### src/fpd_pkg.sv
// Constants and types for the fast-page DRAM module controller.
// Assumes a 200 MHz controller clock; all times are rounded to cycles here.
package fpd_pkg;

  // ****************************************
  // Clock and helpers
  // ****************************************
  localparam int CLK_MHZ = 200;
  localparam int CW      = 16;

  function automatic int cyc_up(input int ns);
    int c;
    c = (ns * CLK_MHZ + 999) / 1000;
    return (c < 1) ? 1 : c;
  endfunction

  function automatic int imax(input int a, input int b);
    return (a > b) ? a : b;
  endfunction

  // ****************************************
  // Times as specified
  // ****************************************
  localparam int T_PAUSE_US  = 100;
  localparam int INIT_CYCLES = 8;
  localparam int REF_ROWS    = 512;
  localparam int T_REF_MS    = 8;
  localparam int T_RP_NS     = 70;
  localparam int T_RAS_NS    = 80;
  localparam int T_RASMAX_NS = 10000;
  localparam int T_RCD_NS    = 25;
  localparam int T_RAH_NS    = 12;
  localparam int T_CAC_NS    = 20;
  localparam int T_AA_NS     = 45;
  localparam int T_RAC_NS    = 80;
  localparam int T_RC_NS     = 160;
  localparam int T_CSR_NS    = 10;
  localparam int T_CHR_NS    = 15;
  localparam int T_CWD_NS    = 20;
  localparam int T_RWD_NS    = 80;
  localparam int T_AWD_NS    = 45;
  localparam int T_WP_NS     = 15;
  localparam int T_RWL_NS    = 25;
  localparam int T_CWL_NS    = 15;

  // ****************************************
  // Cycle counts
  // ****************************************
  localparam int PAUSE_CYC = T_PAUSE_US * CLK_MHZ;
  localparam int REFI_CYC  = (T_REF_MS * 1000000 / REF_ROWS) * CLK_MHZ / 1000;
  localparam int RASMAX_CYC = T_RASMAX_NS * CLK_MHZ / 1000;

  localparam int C_RP   = cyc_up(T_RP_NS);
  localparam int C_RAS  = cyc_up(T_RAS_NS);
  localparam int C_RCD  = cyc_up(T_RCD_NS);
  localparam int C_RAH  = cyc_up(T_RAH_NS);
  localparam int C_RC   = cyc_up(T_RC_NS);
  localparam int C_CSR  = cyc_up(T_CSR_NS);
  localparam int C_CHR  = cyc_up(T_CHR_NS);
  localparam int C_WP   = cyc_up(T_WP_NS);
  localparam int C_SAMPLE = imax(imax(C_RCD + cyc_up(T_CAC_NS), C_RAH + cyc_up(T_AA_NS)),
                                 cyc_up(T_RAC_NS)) + 1;
  localparam int C_WE_RMW = imax(imax(C_RCD + cyc_up(T_CWD_NS), cyc_up(T_RWD_NS)),
                                 imax(C_RAH + cyc_up(T_AWD_NS), C_SAMPLE + 1));
  localparam int C_RD_END  = imax(C_RAS, C_SAMPLE);
  localparam int C_WR_END  = imax(C_RAS, C_RCD + cyc_up(T_CWL_NS));
  localparam int C_RMW_END = C_WE_RMW + imax(C_WP, imax(cyc_up(T_RWL_NS), cyc_up(T_CWL_NS)));
  localparam int C_CBR_END = C_CSR + C_RAS;
  localparam int C_PRE     = imax(C_RP, C_RC - C_WR_END);

  // ****************************************
  // Request codes and states
  // ****************************************
  typedef enum logic [1:0] {
    OP_READ  = 2'h0,
    OP_WRITE = 2'h1,
    OP_RMW   = 2'h2
  } fpd_op_t;

  typedef enum logic [2:0] {
    ST_PAUSE = 3'h0,
    ST_IDLE  = 3'h1,
    ST_ACC   = 3'h2,
    ST_CBR   = 3'h3,
    ST_PRE   = 3'h4
  } fpd_state_t;

endpackage

### src/fpd_fifo_if.sv
// Handshake carrier between the controller and its read-data FIFO.
// Assumes both ends run on the same clock.
`timescale 1ns/10ps
interface fpd_fifo_if #(parameter int W = 9);
  logic         in_valid;
  logic         in_ready;
  logic [W-1:0] in_data;
  logic         out_valid;
  logic         out_ready;
  logic [W-1:0] out_data;

  modport ctrl (output in_valid, output in_data, input in_ready,
                input out_valid, input out_data, output out_ready);
  modport fifo (input in_valid, input in_data, output in_ready,
                output out_valid, output out_data, input out_ready);
endinterface

### src/fpd_fifo.sv
// Synchronous FIFO with valid/ready on both sides and registered flags.
// Assumes one clock and an active-high asynchronous reset.
`timescale 1ns/10ps
module fpd_fifo #(
  parameter int W     = 9,
  parameter int DEPTH = 8
) (
  input  wire logic clk,
  input  wire logic rst,
  fpd_fifo_if.fifo  f
);
  localparam int AW = $clog2(DEPTH);

  logic [W-1:0]  mem [DEPTH];
  logic [AW-1:0] wptr;
  logic [AW-1:0] rptr;
  logic [AW:0]   cnt;
  logic [AW:0]   next_cnt;
  logic          push;
  logic          pop;

  assign push = f.in_valid && f.in_ready;
  assign pop  = f.out_valid && f.out_ready;
  assign f.out_data = mem[rptr];

  always_comb begin
    next_cnt = cnt;
    if (push && !pop) begin
      next_cnt = cnt + 1'b1;
    end else if (pop && !push) begin
      next_cnt = cnt - 1'b1;
    end
  end

  always_ff @(posedge clk or posedge rst) begin
    if (rst) begin
      cnt         <= '0;
      f.in_ready  <= 1'b0;
      f.out_valid <= 1'b0;
    end else begin
      cnt         <= next_cnt;
      f.in_ready  <= next_cnt < (AW+1)'(DEPTH);
      f.out_valid <= next_cnt != '0;
    end
  end

  always_ff @(posedge clk or posedge rst) begin
    if (rst) begin
      wptr <= '0;
      rptr <= '0;
    end else begin
      if (push) begin
        wptr <= (wptr == AW'(DEPTH-1)) ? '0 : wptr + 1'b1;
      end
      if (pop) begin
        rptr <= (rptr == AW'(DEPTH-1)) ? '0 : rptr + 1'b1;
      end
    end
  end

  always_ff @(posedge clk) begin
    if (push) begin
      mem[wptr] <= f.in_data;
    end
  end

endmodule

### src/fpd_ctrl.sv
// Host controller for a fast-page 1M x 9 DRAM module: init, refresh, accesses.
// Assumes module pins are registered here and inputs are synchronous to mclk.
`timescale 1ns/10ps

// Notes on behaviour
// - After power-up wait 100 us, then run eight row cycles before use.
// - Refresh all 512 rows every 8 ms; one refresh every interval.
// - Never rely on parity output when write enable falls between windows.
// - Read-modify-write only on parity bit, under its own column strobe.
// - Late write enable held for pulse width; early write meets setup/hold.
// - Read keeps write enable high after row or column strobe rises.
// - Column strobe high for precharge time before row strobe falls.
// - Row strobe low at most 10000 ns, or 100000 ns in page bursts.
// - Random cycles no closer than 160 ns.
module fpd_ctrl #(
  parameter int PAUSE_CYC = fpd_pkg::PAUSE_CYC,
  parameter int REFI_CYC  = fpd_pkg::REFI_CYC,
  parameter int FIFO_W    = 9,
  parameter int FIFO_D    = 8
) (
  input  wire logic        mclk,
  input  wire logic        sys_rst,
  input  wire logic        req_valid,
  output logic             req_ready,
  input  wire logic [1:0]  req_op,
  input  wire logic [19:0] req_addr,
  input  wire logic [8:0]  req_wdata,
  output logic             rd_valid,
  input  wire logic        rd_ready,
  output logic [8:0]       rd_data,
  output logic             init_done,
  output logic             ras_n,
  output logic             cas_n,
  output logic             parity_column_strobe_n,
  output logic             we_n,
  output logic [9:0]       addr,
  input  wire logic [7:0]  common_data_lines_in,
  output logic [7:0]       common_data_lines_out,
  output logic             common_data_lines_oe,
  output logic             parity_data_in,
  input  wire logic        parity_data_out
);
  localparam int CW = fpd_pkg::CW;

  fpd_fifo_if #(.W(FIFO_W)) rdq ();

  fpd_pkg::fpd_state_t state;
  logic [CW-1:0]       tcnt;
  logic [1:0]          cur_op;
  logic [19:0]         cur_addr;
  logic [8:0]          cur_wdata;
  logic [3:0]          init_left;
  logic [CW-1:0]       ref_cnt;
  logic                ref_due;
  logic                take;
  logic                go_cbr;
  logic [CW-1:0]       acc_end;

  // ****************************************
  // Read-data FIFO
  // ****************************************
  fpd_fifo #(.W(FIFO_W), .DEPTH(FIFO_D)) u_rdq (
    .clk (mclk),
    .rst (sys_rst),
    .f   (rdq)
  );

  assign rdq.out_ready = rd_ready;
  assign rd_valid      = rdq.out_valid;
  assign rd_data       = rdq.out_data;

  assign take   = (state == fpd_pkg::ST_IDLE) && req_valid && req_ready;
  assign go_cbr = (state == fpd_pkg::ST_IDLE) && !take && (init_left != '0 || ref_due);
  assign acc_end = (cur_op == fpd_pkg::OP_WRITE) ? CW'(fpd_pkg::C_WR_END) :
                   (cur_op == fpd_pkg::OP_RMW)   ? CW'(fpd_pkg::C_RMW_END) :
                                                   CW'(fpd_pkg::C_RD_END);

  // ****************************************
  // Sequencer
  // ****************************************
  always_ff @(posedge mclk or posedge sys_rst) begin
    if (sys_rst) begin
      state <= fpd_pkg::ST_PAUSE;
      tcnt  <= '0;
    end else begin
      tcnt <= tcnt + 1'b1;
      case (state)
        fpd_pkg::ST_PAUSE: begin
          if (tcnt == CW'(PAUSE_CYC - 1)) begin
            state <= fpd_pkg::ST_IDLE;
            tcnt  <= '0;
          end
        end
        fpd_pkg::ST_IDLE: begin
          tcnt <= '0;
          if (take) begin
            state <= fpd_pkg::ST_ACC;
          end else if (go_cbr) begin
            state <= fpd_pkg::ST_CBR;
          end
        end
        fpd_pkg::ST_ACC: begin
          if (tcnt == acc_end) begin
            state <= fpd_pkg::ST_PRE;
            tcnt  <= '0;
          end
        end
        fpd_pkg::ST_CBR: begin
          if (tcnt == CW'(fpd_pkg::C_CBR_END)) begin
            state <= fpd_pkg::ST_PRE;
            tcnt  <= '0;
          end
        end
        fpd_pkg::ST_PRE: begin
          if (tcnt == CW'(fpd_pkg::C_PRE - 1)) begin
            state <= fpd_pkg::ST_IDLE;
          end
        end
        default: begin
          state <= fpd_pkg::ST_IDLE;
        end
      endcase
    end
  end

  // ****************************************
  // Request capture and handshake
  // ****************************************
  always_ff @(posedge mclk or posedge sys_rst) begin
    if (sys_rst) begin
      req_ready <= 1'b0;
      cur_op    <= fpd_pkg::OP_READ;
      cur_addr  <= '0;
      cur_wdata <= '0;
    end else begin
      req_ready <= (state == fpd_pkg::ST_IDLE) && init_done && !ref_due && !go_cbr
                   && rdq.in_ready && !take;
      if (take) begin
        cur_op    <= (req_op == fpd_pkg::OP_RMW || req_op == fpd_pkg::OP_WRITE) ?
                     req_op : fpd_pkg::OP_READ;
        cur_addr  <= req_addr;
        cur_wdata <= req_wdata;
      end
    end
  end

  // ****************************************
  // Init and refresh bookkeeping
  // ****************************************
  always_ff @(posedge mclk or posedge sys_rst) begin
    if (sys_rst) begin
      init_left <= 4'(fpd_pkg::INIT_CYCLES);
      init_done <= 1'b0;
      ref_cnt   <= '0;
      ref_due   <= 1'b0;
    end else begin
      if (go_cbr && init_left != '0) begin
        init_left <= init_left - 1'b1;
      end
      init_done <= (init_left == '0) && (state == fpd_pkg::ST_IDLE || init_done);
      ref_cnt   <= (ref_cnt == CW'(REFI_CYC - 1)) ? '0 : ref_cnt + 1'b1;
      ref_due   <= (ref_cnt == CW'(REFI_CYC - 1)) || (ref_due && !go_cbr);
    end
  end

  // ****************************************
  // Module pins
  // ****************************************
  always_ff @(posedge mclk or posedge sys_rst) begin
    if (sys_rst) begin
      ras_n                  <= 1'b1;
      cas_n                  <= 1'b1;
      parity_column_strobe_n <= 1'b1;
      we_n                   <= 1'b1;
      addr                   <= '0;
      common_data_lines_out  <= '0;
      common_data_lines_oe   <= 1'b0;
      parity_data_in         <= 1'b0;
    end else begin
      if (take) begin
        ras_n                 <= 1'b0;
        addr                  <= req_addr[19:10];
        we_n                  <= req_op != fpd_pkg::OP_WRITE;
        common_data_lines_out <= req_wdata[7:0];
        common_data_lines_oe  <= req_op == fpd_pkg::OP_WRITE;
        parity_data_in        <= req_wdata[8];
      end else if (go_cbr) begin
        cas_n                  <= 1'b0;
        parity_column_strobe_n <= 1'b0;
      end else if (state == fpd_pkg::ST_ACC) begin
        if (tcnt == CW'(fpd_pkg::C_RAH - 1)) begin
          addr <= cur_addr[9:0];
        end
        if (tcnt == CW'(fpd_pkg::C_RCD - 1)) begin
          cas_n                  <= 1'b0;
          parity_column_strobe_n <= 1'b0;
        end
        if (tcnt == CW'(fpd_pkg::C_SAMPLE)) begin
          cas_n <= 1'b1;
          if (cur_op != fpd_pkg::OP_RMW) begin
            parity_column_strobe_n <= 1'b1;
          end
        end
        if (cur_op == fpd_pkg::OP_RMW && tcnt == CW'(fpd_pkg::C_WE_RMW - 1)) begin
          we_n <= 1'b0;
        end
        if (tcnt == acc_end) begin
          ras_n                  <= 1'b1;
          cas_n                  <= 1'b1;
          parity_column_strobe_n <= 1'b1;
          we_n                   <= 1'b1;
          common_data_lines_oe   <= 1'b0;
        end
      end else if (state == fpd_pkg::ST_CBR) begin
        if (tcnt == CW'(fpd_pkg::C_CSR - 1)) begin
          ras_n <= 1'b0;
        end
        if (tcnt == CW'(fpd_pkg::C_CSR + fpd_pkg::C_CHR)) begin
          cas_n                  <= 1'b1;
          parity_column_strobe_n <= 1'b1;
        end
        if (tcnt == CW'(fpd_pkg::C_CBR_END)) begin
          ras_n <= 1'b1;
        end
      end
    end
  end

  // Read data sampled after every access-time path has elapsed
  always_comb begin
    rdq.in_valid = (state == fpd_pkg::ST_ACC) && (cur_op != fpd_pkg::OP_WRITE)
                   && (tcnt == CW'(fpd_pkg::C_SAMPLE));
    rdq.in_data  = {parity_data_out, common_data_lines_in};
  end

  // ****************************************
  // Checks
  // ****************************************
  logic          ras_q;
  logic [3:0]    nfall;
  logic [CW-1:0] sfall;
  logic [CW-1:0] rlow;
  logic [CW-1:0] since_ref;
  logic          rfall;

  assign rfall = ras_q && !ras_n;

  always_ff @(posedge mclk or posedge sys_rst) begin
    if (sys_rst) begin
      ras_q     <= 1'b1;
      nfall     <= '0;
      sfall     <= '1;
      rlow      <= '0;
      since_ref <= '0;
    end else begin
      ras_q     <= ras_n;
      nfall     <= (rfall && nfall != '1) ? nfall + 1'b1 : nfall;
      sfall     <= rfall ? CW'(1) : ((sfall == '1) ? sfall : sfall + 1'b1);
      rlow      <= ras_n ? '0 : rlow + 1'b1;
      since_ref <= (rfall && !cas_n) ? '0 : since_ref + 1'b1;
    end
  end

  AST_INIT_CYCLES: assert property (@(posedge mclk) disable iff (sys_rst)
    $rose(init_done) |-> nfall >= 4'(fpd_pkg::INIT_CYCLES))
    else $error("init finished before eight row cycles");
  AST_REFRESH_GAP: assert property (@(posedge mclk) disable iff (sys_rst)
    init_done |-> since_ref <= CW'(REFI_CYC + fpd_pkg::C_RMW_END + 2 * fpd_pkg::C_PRE + 8))
    else $error("refresh interval exceeded");
  AST_RMW_WE_LATE: assert property (@(posedge mclk) disable iff (sys_rst)
    $fell(we_n) && !parity_column_strobe_n |-> rlow >= CW'(fpd_pkg::C_WE_RMW))
    else $error("late write enable inside undefined window");
  AST_RMW_PARITY: assert property (@(posedge mclk) disable iff (sys_rst)
    $fell(we_n) && !$past(ras_n) |-> cas_n && !parity_column_strobe_n)
    else $error("delayed write while common strobe low");
  AST_WE_PULSE: assert property (@(posedge mclk) disable iff (sys_rst)
    $fell(we_n) && !ras_n |-> !we_n [*3])
    else $error("write pulse too short");
  AST_READ_WE_HOLD: assert property (@(posedge mclk) disable iff (sys_rst)
    $rose(ras_n) && $past(we_n) |-> we_n [*2])
    else $error("write enable fell after read");
  AST_CAS_PRECHARGE: assert property (@(posedge mclk) disable iff (sys_rst)
    rfall && cas_n |-> $past(cas_n) && $past(cas_n, 2))
    else $error("column strobe precharge too short");
  AST_RAS_WIDTH: assert property (@(posedge mclk) disable iff (sys_rst)
    rlow <= CW'(fpd_pkg::RASMAX_CYC))
    else $error("row strobe low too long");
  AST_CYCLE_TIME: assert property (@(posedge mclk) disable iff (sys_rst)
    rfall |-> sfall >= CW'(fpd_pkg::C_RC))
    else $error("row cycles too close");
  AST_COL_ADDR: assert property (@(posedge mclk) disable iff (sys_rst)
    $fell(cas_n) && !ras_n |-> addr == cur_addr[9:0])
    else $error("column address wrong at strobe");

  COV_READ: cover property (@(posedge mclk) disable iff (sys_rst)
    rdq.in_valid && cur_op == fpd_pkg::OP_READ);
  COV_WRITE: cover property (@(posedge mclk) disable iff (sys_rst)
    $fell(cas_n) && !we_n);
  COV_RMW: cover property (@(posedge mclk) disable iff (sys_rst)
    $fell(we_n) && !parity_column_strobe_n);
  COV_REFRESH: cover property (@(posedge mclk) disable iff (sys_rst)
    rfall && !cas_n && init_done);

endmodule

### config.mk
export PLATFORM = sky130hd
export DESIGN_NAME = fpd_ctrl
export DESIGN_NICKNAME = d
export VERILOG_FILES = /design/src/fpd_pkg.sv /design/src/fpd_fifo_if.sv /design/src/fpd_fifo.sv /design/src/fpd_ctrl.sv
export SDC_FILE = /design/constraint.sdc
export NUM_CORES = 1
export LEC_CHECK = 0
export ABC_CLOCK_PERIOD_IN_PS = 8850
export BUFFER_PORTS_ARGS = -buffer_cell sky130_fd_sc_hd__buf_4
export CORE_ASPECT_RATIO = 1.75
export CORE_MARGIN = 3
export CORE_UTILIZATION = 25
export CTS_BUF_LIST = sky130_fd_sc_hd__clkbuf_8
export DETAILED_ROUTE_END_ITERATION = 10
export GPL_TIMING_DRIVEN = 0
export PLACE_DENSITY = 0.49
export SYNTH_ARGS = -nofsm -noshare
export SYNTH_HDL_FRONTEND = slang
export SYNTH_HIERARCHICAL = 1
export SYNTH_SLANG_ARGS = --single-unit
### constraint.sdc
create_clock -name mclk -period 8.85 [get_ports mclk]
set_clock_uncertainty 0.1 [all_clocks]
set_input_delay 1.3275 -clock mclk [delete_from_list [all_inputs] [get_ports mclk]]
set_output_delay 1.3275 -clock mclk [all_outputs]
set_load 0.01 [all_outputs]
=== Word-level counts from Yosys, hierarchy flattened ===
Memory sizes are Yosys's and may differ from the RTL's.
Cells that the tools add are included.

* Eq/ne operators: 31
* Reduce and logical (&&, ||, !) cells: 47
* Order comparisons: 1
* Add/subtract/negate cells: 7
* Muxes and demuxes: 54
* Bitwise operators: 1

{| class="wikitable"
|+ Operators with widths
! kind !! number
|-
| $mux W16 || 4
|-
| $pmux W16 S4 || 1
|-
| $mux W10 || 4
|-
| $add A16 B1 Y16 const B || 2
|-
| $eq A16 B3 Y1 const B || 2
|-
| $eq A16 B5 Y1 const B || 2
|-
| $mux W1 || 31
|-
| $mux W3 || 10
|-
| $logic_and A1 B1 Y1 || 19
|-
| $eq A16 B1 Y1 const B || 1
|-
| $eq A16 B12 Y1 const B || 1
|-
| $eq A16 B15 Y1 const B || 1
|-
| $eq A16 B2 Y1 const B || 1
|-
| $eq A16 B4 Y1 const B || 1
|-
| $eq A16 B5 Y1 || 1
|-
| $pmux W3 S5 || 1
|-
| $ne A2 B2 Y1 const B || 6
|-
| $reduce_and A3 Y1 || 4
|-
| $reduce_bool A3 Y1 || 4
|-
| $reduce_bool A4 Y1 || 3
|-
| $eq A3 B3 Y1 const B || 3
|-
| $mux W4 || 2
|-
| $reduce_and A4 Y1 || 2
|-
| $sub A4 B1 Y4 const B || 2
|-
| other kinds (18) || 33
|}

* Bits in writable memories: 72
* Output and inout port bits: 36
* Memories: 1
* Word-level logic and storage cells: 164
* Bits in registers: 90

{| class="wikitable"
|+ Memory list
! memory !! words !! width !! read ports !! clocked after memory_dff !! wr ports !! RTL line !! text
|-
| u_rdq.mem || 8 || 9 || 1 || 0 || 1 || fpd_fifo.sv:14 || <nowiki>logic [W-1:0] mem [DEPTH];</nowiki>
|}

=== Longest topological paths before layout ===
Gate-level depths: netlist of the first run.

* Depth in word-level cells: 10
* Depth in mapped cells: 11

=== Modules after synthesis ===
Netlist of the first run, hierarchy kept.

{| class="wikitable"
|+ Modules (own cells, without submodules)
! module !! cells an instance !! area an instance (µm²) !! sequential area each (µm²) !! instances
|-
| fpd_ctrl || 389 || 3,698.5 || 1,958.1 || 1
|-
| fpd_fifo || 169 || 3,369.5 || 2,462.4 || 1
|}

=== Least setup slack after synthesis of the first run ===
No wires, ideal clock.

* Path kind: reg2reg
* Start point: register tcnt[6]
* End point: memory u_rdq.mem[0][0], enable pin
* Slack: 5.489 ns
* Period minus slack after synthesis: 3.361 ns
* Required time: 8.351 ns
* Arrival time: 2.862 ns
* Stages on the path, launching flop included: 8
* Buffers on the path: 1
* Library setup time: 0.399 ns
* Cell sequence: dfrtp_1 > nor4_2 > nand4_1 > nor3b_1 > nor3b_1 > nand2_2 > buf_6 > nor4_1

* Longest elaborated chain between the ends: 5

{| class="wikitable"
|+ RTL lines
! what !! RTL line !! text
|-
| start: declaration || fpd_ctrl.sv:48 || <nowiki>logic [CW-1:0] tcnt;</nowiki>
|-
| start signal: assignment || fpd_ctrl.sv:86 || <nowiki>tcnt <= tcnt + 1'b1;</nowiki>
|-
| $eq A16 B5 Y1 || fpd_ctrl.sv:232 || <nowiki>&& (tcnt == CW'(fpd_pkg::C_SAMPLE));</nowiki>
|-
| $logic_and A1 B1 Y1 || fpd_ctrl.sv:232 ||
|-
| named net rdq.in_valid || fpd_fifo_if.sv:5 || <nowiki>logic in_valid;</nowiki>
|-
| $logic_and A1 B1 Y1 || fpd_fifo.sv:22 || <nowiki>assign push = f.in_valid && f.in_ready;</nowiki>
|-
| $mux W1 || fpd_fifo.sv:62 || <nowiki>if (push) begin</nowiki>
|-
| $mux W1 (implied by the code) || fpd_fifo.sv:63 || <nowiki>mem[wptr] <= f.in_data;</nowiki>
|-
| end: declaration || fpd_fifo.sv:14 ||
|}

The timed path passes the listed nets, and every way through them passes these cells.

=== Worst setup path after layout of the first run ===
* Start point: register tcnt[6]
* End point: memory u_rdq.mem[3][0], enable pin

The elaborated chain is that of the path after synthesis.

==> out/qor.txt, run 1 <==
status -> completed
I/O Pins -> 80
sw frac -> 33.2%
nets -> 718
fraction of registers with async set/reset -> 55.6%
initial antenna violation count -> 0
Sequential Power Share -> 43.4%
Max-cap violations -> 0
yosys warns -> 6
CTS Buffer Depth -> 2
WHS Path Cells -> 2
DP Wirelength -> 11.6 mm
Final Wtd Congestion -> 0.751
post-synth cell types -> 55
post-route DRC violation count -> 0
IO buf count -> 79
Global Route Usage Sum -> 10.9%
largest net degree at the start of global routing -> 50
setup bufs post-CTS -> 0
Top Usage Layer GRT -> met2
Worst Path Required -> 8810 ps
Post-synth EDFFs -> 72
final wirelength -> 16.0 mm
crit path DAT -> 4170 ps
Gate Count Post-Synth -> 558
Min Hold Slack -> 369 ps
area grow syn2layout -> 21.7%
Antenna Nets Post-Route -> 0
DIE AREA -> 30400 um^2
met2 Use GR -> 20.4%
Root Buffer -> clkbuf_8
Total Power -> 2280 uW
IR drop worst, VDD -> 167 uV
share of layout cells above drive strength 1 -> 26.0%
Clock transition at path regs -> 100 ps
Pre-antenna DRT Iters -> 4
clock insertion delay at the later pin of the skew report -> 450 ps
Tcrit/Tclk final -> 47.6%
register area -> 4420 um^2
Post-Syn Area -> 7070 um^2
Fillers -> 2824
Comb pwr share -> 32.0%
crit path max fanout -> 9
Global Route met3 Usage -> 2.84%
H-Tree Level Count -> 4
grt ovf -> 0
Slew @ Worst Pin -> 1070 ps
register bit count reported by yosys -> 162
DRT iter0 DRCs -> 215
vias -> 4590
area of the multi-input gates -> 2510 um^2
Final Max Slew Viols -> 0
routed len/inst -> 15.4 um
worst setup path startpoint -> tcnt[6]$_DFF_PP0_
Initial Util -> 25.7%
final number of hold-violating endpoints -> 0
Hold/Removal Path Class -> reg -> reg
hold path endpoint -> cur_addr[6]$_DFFE_PP0N_
post-cts resize count -> 0
DIE HEIGHT -> 228 um
crit path time final -> 4210 ps
unrepaired setup endpoints after global routing -> no
row cnt -> 80
R2R Path Start -> tcnt[6]$_DFF_PP0_
fmax -> 0.238 GHz
setup_tns -> 0 ps
first-pass GRT wire length -> 26.2 mm
core area -> 27500 um^2
Lkg Pwr -> 0.00353 uW
Die X -> 133 um
Max-slew headroom -> 28.4%
Post-Syn Nets -> 616
cts hold-fix bufs -> 0
CTS tree -> done
clock buffer count from CTS -> 17
ys flop type -> dfrtp_1
commonest non-fill, non-tap cell in the layout -> nand2_1
GR met1 Demand/Resource -> 11.8%
reg2reg setup slack -> 4640 ps
Pint -> 1520 uW
cell count of the worst reg-to-reg path -> 6
Avg Cell Area, Syn -> 12.7 um^2
Final setup violation count -> 0
Crit. End Element -> flip-flop
Psw -> 756 uW
worst r2r dst -> u_rdq/mem[3][0]$_DFFE_PP_
vias per cell -> 4.41
diodes inserted -> 0
PwrDens -> 265 nW/um^2
Seq/Total Area, Yosys -> 62.5%
crit path launch type -> flip-flop
clock sinks -> 162
Clk pwr share -> 24.6%
number of global-route vias before repair -> 4919
Hold Crit Start -> cur_addr[6]$_DFFE_PP0N_
worst setup path class -> reg -> reg
commonest non-fill, non-tap cells in the layout -> 92 x nand2_1, 85 x dfrtp_1, 81 x buf_4
[cell usage after synthesis (all sizes together), types with 3 or more instances]
cell type / instances / area [um^2]
ha: 14 / 175
edfxtp: 72 / 2160
o21ai: 13 / 65.1
a31oi: 12 / 75.1
nand3: 23 / 120
dfstp: 5 / 131
nand4: 9 / 56.3
o211ai: 3 / 22.5
mux4: 18 / 405
nor4: 7 / 62.6
o22ai: 3 / 25.0
dfrtp: 85 / 2130
nand2: 94 / 358
inv: 18 / 67.6
nor2: 41 / 154
xnor2: 12 / 113
a21o: 4 / 30.0
and3: 5 / 31.3
nor3: 13 / 65.1
clkbuf: 14 / 52.6
a21oi: 7 / 35.0
xor2: 20 / 175
nor2b: 6 / 37.5
or3: 5 / 31.3
nand2b: 6 / 37.5
buf: 7 / 47.5
mux2: 11 / 124
nor3b: 7 / 52.6
[worst max-delay path, cell delays in order, from the launching register on]
cell	delay, ps
dfrtp_1	430
nor4_2	630
nand4_1	160
nor3b_1	570
nor3b_1	750
nand3_1	300
nor2_1	890
[through the flow]
| step | util (%) | std cells | setup slack [ps] | instance area [um^2] |
|---|---|---|---|---|
| after global routing | 31.3 | 1041 | 4370 | 8600 |
| final | 31.3 | 1041 | 4640 | 8600 |
| after CTS | 31.3 | 1041 | 4470 | 8600 |
| after floorplan | - | 558 | 5440 | 7070 |
| after global placement | 29.5 | 1006 | 3500 | 8120 |
| after detailed placement | 29.8 | 1010 | 4480 | 8210 |
[worst max path at each step]
stage	end	cells past startpoint	slack (ps)
4_1_cts	u_rdq/mem[3][0]$_DFFE_PP_	6	4470
6_report	u_rdq/mem[3][0]$_DFFE_PP_	6	4640
5_1_grt	u_rdq/mem[3][0]$_DFFE_PP_	6	4370
3_5_place_dp	u_rdq/mem[3][3]$_DFFE_PP_	6	4480
3_3_place_gp	u_rdq/mem[0][3]$_DFFE_PP_	7	3500
2_1_floorplan	addr[0]$_DFFE_PP0P_	1	5440
[cells by family (layout without fill, tap and decap cells)]
| logic type | after synthesis | after routing | share of synthesized area, % |
|---|---|---|---|
| and+or+nand+nor | 230 | 230 | 15.9 |
| xor gates and xnor gates | 32 | 32 | 4.07 |
| DFF | 162 | 162 | 62.5 |
| buffers and inverters | 39 | 153 | 2.37 |
| AOI/OAI and AO/OA | 52 | 52 | 5.17 |
| muxes | 29 | 29 | 7.49 |
| adders and majority gates | 14 | 14 | 2.48 |
[registers in the layout, summed over array words and instances, names as in the netlist, 4 cells and up]
name and flops:
tcnt 16, common_data_lines_out 8, init_left 4, ref_cnt 16
cur_addr 10, addr 10, u_rdq/cnt 4, u_rdq/mem 72
[power by group through the flow]
| stage | Combinational, uW | Clock [uW] | Sequential, uW |
|---|---|---|---|
| after floorplan | 435 | 0 | 1020 |
| after detailed placement | 746 | 0 | 1010 |
| after global placement | 742 | 0 | 1010 |
| final | 728 | 561 | 989 |
| after global routing | 812 | 621 | 1010 |
| after CTS | 748 | 588 | 991 |
[routing by layer]
metal  share of wire [%]  vias to the layer above
met5                   0                        -
met4                 1.3                        0
met3                 4.0                       14
met2                  55                      102
met1                  39                     2266
li1                    -                     2208
[layout make-up]
cell class / instances / share of cell area, %
tap: 369 / 5.37
multi-input combinational: 357 / 29.1
inverter: 18 / 0.814
buffer: 21 / 1.16
clock inverter: 14 / 1.92
timing repair buffer: 83 / 7.52
sequential: 162 / 51.4
clock buffer: 17 / 2.72
Power figures use the tool's default switching activity.
==> run 2: changes to the inputs <==
- ABC_CLOCK_PERIOD_IN_PS: 8850 -> 3400
- PLACE_DENSITY: 0.49 -> 0.5
- clock period: 8.85 -> 3.4 ns (I/O delays scaled with it)
==> run 2 against run 1 <==
Effect of this change:
- first-iteration DRC count increased by 19%
- non-clock buffer count rose by 2
- wire length shrank 0.52%
- hold slack got worse by 230 ps
==> out/qor.txt, run 2 (synthesis results as in run 1) <==
initial antenna violation count -> 0
Final setup violation count -> 0
Final Wtd Congestion -> 0.776
R2R Path Start -> tcnt[6]$_DFF_PP0_
Fillers -> 2818
unrepaired setup endpoints after global routing -> no
setup_tns -> 0 ps
reg2reg setup slack -> 240 ps
post-placement setup slack -> -765 ps
Max-cap violations -> 0
Crit. End Element -> flip-flop
Tcrit/Tclk final -> 92.9%
Psw -> 1930 uW
register area -> 4420 um^2
H-Tree Level Count -> 4
Worst Path Required -> 3610 ps
Final Max Slew Viols -> 0
Clock transition at path regs -> 90 ps
crit path launch type -> flip-flop
DP Wirelength -> 11.5 mm
row cnt -> 80
IO buf count -> 79
crit path time final -> 3160 ps
Slew @ Worst Pin -> 864 ps
clock sinks -> 162
Max-slew headroom -> 41.9%
routed len/inst -> 15.3 um
Global Route Usage Sum -> 10.9%
final worst slack -> 242 ps
final wirelength -> 15.9 mm
final cell count without fillers -> 1044
vias per cell -> 4.40
Initial Util -> 25.7%
diodes inserted -> 0
clock insertion delay at the later pin of the skew report -> 450 ps
Antenna Nets Post-Route -> 0
I/O Pins -> 80
nets -> 720
largest registers -> u_rdq/mem x72, ref_cnt x16, tcnt x16
number of global-route vias before repair -> 5009
Die X -> 133 um
area of the multi-input gates -> 2570 um^2
largest net degree at the start of global routing -> 67
Root Buffer -> clkbuf_8
CTS Buffer Depth -> 2
Pint -> 3800 uW
sw frac -> 33.7%
Lkg Pwr -> 0.00352 uW
Sequential Power Share -> 45.1%
DIE HEIGHT -> 228 um
status -> completed
area grow syn2layout -> 22.3%
fmax -> 0.317 GHz
Clk pwr share -> 22.0%
worst setup path class -> reg -> reg
IR drop worst, VDD -> 305 uV
Hold Crit Start -> req_wdata[6]
worst setup path startpoint -> tcnt[6]$_DFF_PP0_
core area -> 27500 um^2
grt ovf -> 0
final number of hold-violating endpoints -> 0
PwrDens -> 663 nW/um^2
crit path DAT -> 3370 ps
max reg flops -> 72
CTS tree -> done
setup bufs post-CTS -> 0
Pre-antenna DRT Iters -> 4
Comb pwr share -> 32.9%
DIE AREA -> 30400 um^2
commonest non-fill, non-tap cell in the layout -> nand2_1
Min Hold Slack -> 138 ps
commonest non-fill, non-tap cells in the layout -> 92 x nand2_1, 85 x dfrtp_1, 80 x buf_4
Hold/Removal Path Class -> in -> reg
vias -> 4593
placed cells -> 1011
share of layout cells above drive strength 1 -> 26.7%
post-route DRC violation count -> 0
crit path max fanout -> 6
Top reg by flops -> u_rdq/mem
clock buffer count from CTS -> 17
DRT iter0 DRCs -> 256
first-pass GRT wire length -> 26.1 mm
==> run 2: cell count changes in the layout (fill, tap and decap cells not counted), sizes merged <==
cell / previous run / this run
buf: 90 / 91
bufinv: 2 / 0
clkinv: 2 / 4
clkinvlp: 1 / 5
dlygate4sd3: 0 / 1
inv: 27 / 24
==> run 2: per-stage QoR <==
stage | cell area (um^2) | total power, uW | util (%)
floorplan | 7070 | 3780 | -
global placement | 8120 | 4540 | 29.5
detailed placement | 8220 | 4550 | 29.9
CTS | 8630 | 5850 | 31.3
global route | 8640 | 6120 | 31.4
finish | 8640 | 5730 | 31.4
==> run 2: worst paths after layout <==
kind	to	cells after the start
worst max-delay path	u_rdq/f.out_valid$_DFF_PP0_	9
worst min-delay path	common_data_lines_out[6]$_DFFE_PP0N_	3
worst max register to register	u_rdq/f.out_valid$_DFF_PP0_	9
worst min register to register	cur_addr[2]$_DFFE_PP0N_	2
max in group asynchronous	we_n$_DFFE_PP1P_	4
min in group asynchronous	addr[5]$_DFFE_PP0P_	3
==> run 2: per-layer routing <==
layer | global-route usage (%) | vias to the layer above | part of all wire [%] | routed length (um)
li1 | - | 2213 | - | -
met1 | 11.5 | 2268 | 38 | 6100
met2 | 20.7 | 96 | 56 | 8840
met3 | 2.56 | 16 | 4.2 | 675
met4 | 3.83 | 0 | 1.9 | 306
met5 | 0 | - | 0 | 0
==> run 2: what timing repair did <==
item	in CTS	in global routing
hold buffers	1	0
hold endpoints to repair	21	0
gates resized for setup	11	2
endpoints found under the setup margin	74	46
==> run 2: final cells by class <==
| type | count | area share [%] |
|---|---|---|
| tap | 369 | 5.34 |
| buffer | 21 | 1.16 |
| sequential | 162 | 51.2 |
| inverter | 18 | 0.811 |
| clock buffer | 17 | 2.71 |
| timing repair buffer | 85 | 7.78 |
| clock inverter | 15 | 1.26 |
| multi-input combinational | 357 | 29.8 |
==> run 2: worst max-delay path: stages (launching register included) <==
cell and delay, ps:
dfrtp_1 450, nor4_4 480, nand4_1 160, nor3b_2 320, nor3b_4 390, nand2_2 110, a21oi_1 200, a22oi_2 120
xnor2_1 150, or4b_1 530
==> run 2: power groups by stage <==
stage	combinational, uW	sequential (uW)	clock (uW)
2_1_floorplan	1130	2640	0
3_3_place_gp	1910	2630	0
3_5_place_dp	1920	2630	0
4_1_cts	1940	2590	1330
5_1_grt	2090	2630	1400
6_report	1890	2580	1260
==> run 3: changes to the inputs <==
- CTS_BUF_LIST: sky130_fd_sc_hd__clkbuf_8 -> sky130_fd_sc_hd__clkbuf_16
==> run 3 against run 2 <==
Effect of this change:
- via count barely moved
- core utilization rose by 0.70 points
- combinational power barely moved
- critical endpoint unchanged
- clock power rose by 39%
- die area did not move
- non-clock buffer count did not move
- sequential power barely moved
==> out/qor.txt, run 3 (synthesis results as in run 1) <==
status -> completed
Top reg by flops -> u_rdq/mem
setup_tns -> 0 ps
Total Power -> 6230 uW
core area -> 27500 um^2
IR drop worst, VDD -> 355 uV
unrepaired setup endpoints after global routing -> no
H-Tree Level Count -> 4
Layout Utilization -> 32.1%
first-pass GRT wire length -> 26.2 mm
cell count of the worst reg-to-reg path -> 9
R2R Path Start -> tcnt[6]$_DFF_PP0_
Hold/Removal Path Class -> in -> reg
final number of hold-violating endpoints -> 0
Root Buffer -> clkbuf_16
post-route DRC violation count -> 0
Slew @ Worst Pin -> 887 ps
CTS tree -> done
DP Wirelength -> 11.5 mm
Comb pwr share -> 30.4%
initial antenna violation count -> 0
WHS Path Cells -> 3
commonest non-fill, non-tap cells in the layout -> 92 x nand2_1, 85 x dfrtp_1, 80 x buf_4
Antenna Nets Post-Route -> 0
worst setup path startpoint -> tcnt[6]$_DFF_PP0_
final cell count without fillers -> 1044
diodes inserted -> 0
clock buffer count from CTS -> 17
worst r2r dst -> u_rdq/f.out_valid$_DFF_PP0_
Crit. End Element -> flip-flop
largest registers -> u_rdq/mem x72, ref_cnt x16, tcnt x16
hold path endpoint -> common_data_lines_out[6]$_DFFE_PP0N_
CTS Buffer Depth -> 2
Max-slew headroom -> 40.4%
Pre-antenna DRT Iters -> 4
Final Max Slew Viols -> 0
Tcrit/Tclk final -> 92.8%
CP peak stage delay -> 540 ps
IO buf count -> 79
I/O Pins -> 80
row cnt -> 80
Sequential Power Share -> 41.5%
clock insertion delay at the later pin of the skew report -> 420 ps
Initial Util -> 25.7%
number of global-route vias before repair -> 4985
commonest non-fill, non-tap cell in the layout -> nand2_1
nets -> 720
sw frac -> 32.0%
worst path bufs/invs -> 0
Pint -> 4230 uW
reg2reg setup slack -> 250 ps
max reg flops -> 72
vias -> 4594
crit path time final -> 3150 ps
vias per cell -> 4.40
Final Wtd Congestion -> 0.776
Slowest-stage cell, CP -> or4b_1
Global Route Usage Sum -> 10.9%
Final setup violation count -> 0
DRT iter0 DRCs -> 214
share of layout cells above drive strength 1 -> 26.7%
Clock transition at path regs -> 70 ps
grt ovf -> 0
cell chain of the critical path -> nor4_4, nand4_1, nor3b_2, nor3b_4, nand2_2, a21oi_1, a22oi_2, xnor2_1, or4b_1
routed len/inst -> 15.3 um
fmax -> 0.317 GHz
Clk pwr share -> 28.1%
DIE AREA -> 30400 um^2
placed cells -> 1011
PwrDens -> 705 nW/um^2
final wirelength -> 16.0 mm
Lkg Pwr -> 0.00361 uW
Worst Path Required -> 3580 ps
Psw -> 1990 uW
setup bufs post-CTS -> 0
worst setup path class -> reg -> reg
Max-cap violations -> 0
Hold Crit Start -> req_wdata[6]
DIE HEIGHT -> 228 um
Die X -> 133 um
crit path launch type -> flip-flop
CP top delay family -> simple AND/OR/NAND/NOR gates
crit path DAT -> 3340 ps
largest net degree at the start of global routing -> 67
crit path max fanout -> 6
area grow syn2layout -> 25.0%
clock sinks -> 162
run 3: power by group through the flow:
stage / Sequential (uW) / Clock [uW] / Combinational, uW
6_report: 2590 / 1750 / 1890
5_1_grt: 2630 / 1900 / 2090
4_1_cts: 2590 / 1820 / 1940
3_5_place_dp: 2630 / 0 / 1920
3_3_place_gp: 2630 / 0 / 1910
2_1_floorplan: 2640 / 0 / 1130
run 3: final cells by class:
| class | instances | area, um^2 |
|---|---|---|
| Buffer | 21 | 100 |
| Clock buffer | 17 | 425 |
| Clock inverter | 15 | 109 |
| Fill cell | 2797 | 18700 |
| Inverter | 18 | 70.1 |
| Multi-Input combinational cell | 357 | 2570 |
| Sequential cell | 162 | 4420 |
| Tap cell | 369 | 462 |
| Timing Repair Buffer | 85 | 672 |
run 3: how the worst max path moves through the flow:
stage | end | slack, ps | depth (start not counted)
global route | u_rdq/f.out_valid$_DFF_PP0_ | 50 | 9
floorplan | u_rdq/mem[0][0]$_DFFE_PP_ | 40 | 7
CTS | u_rdq/f.out_valid$_DFF_PP0_ | 20 | 9
global placement | u_rdq/mem[0][5]$_DFFE_PP_ | -1620 | 7
detailed placement | u_rdq/mem[3][5]$_DFFE_PP_ | -760 | 6
finish | u_rdq/f.out_valid$_DFF_PP0_ | 250 | 9
run 3: per-stage QoR:
stage               instance area (um^2)  setup WS [ps]  hold slack (ps)
detailed placement                  8220           -765              351
global placement                    8120          -1620              345
floorplan                           7070           38.8              275
CTS                                 8820           23.7              149
global route                        8830           54.3              164
finish                              8830            245              176
run 3: repair_timing:
action / in CTS / in global routing
hold buffers: 1 / 0
gates resized for setup: 11 / 2
hold endpoints to repair: 12 / 0
pin swaps: 0 / 0
setup endpoints to repair: 74 / 41
run 3: tightest hold or removal path, cell delays in order:
cell,delay [ps]
buf_4,80
nand2_1,40
nand2_1,40
run 3: layer usage:
metal	up-vias	routed length [um]	GRT usage, %
met5	-	0	0
met4	0	272	3.64
met3	16	646	2.75
met2	95	8920	20.7
met1	2269	6140	11.4
li1	2214	-	-
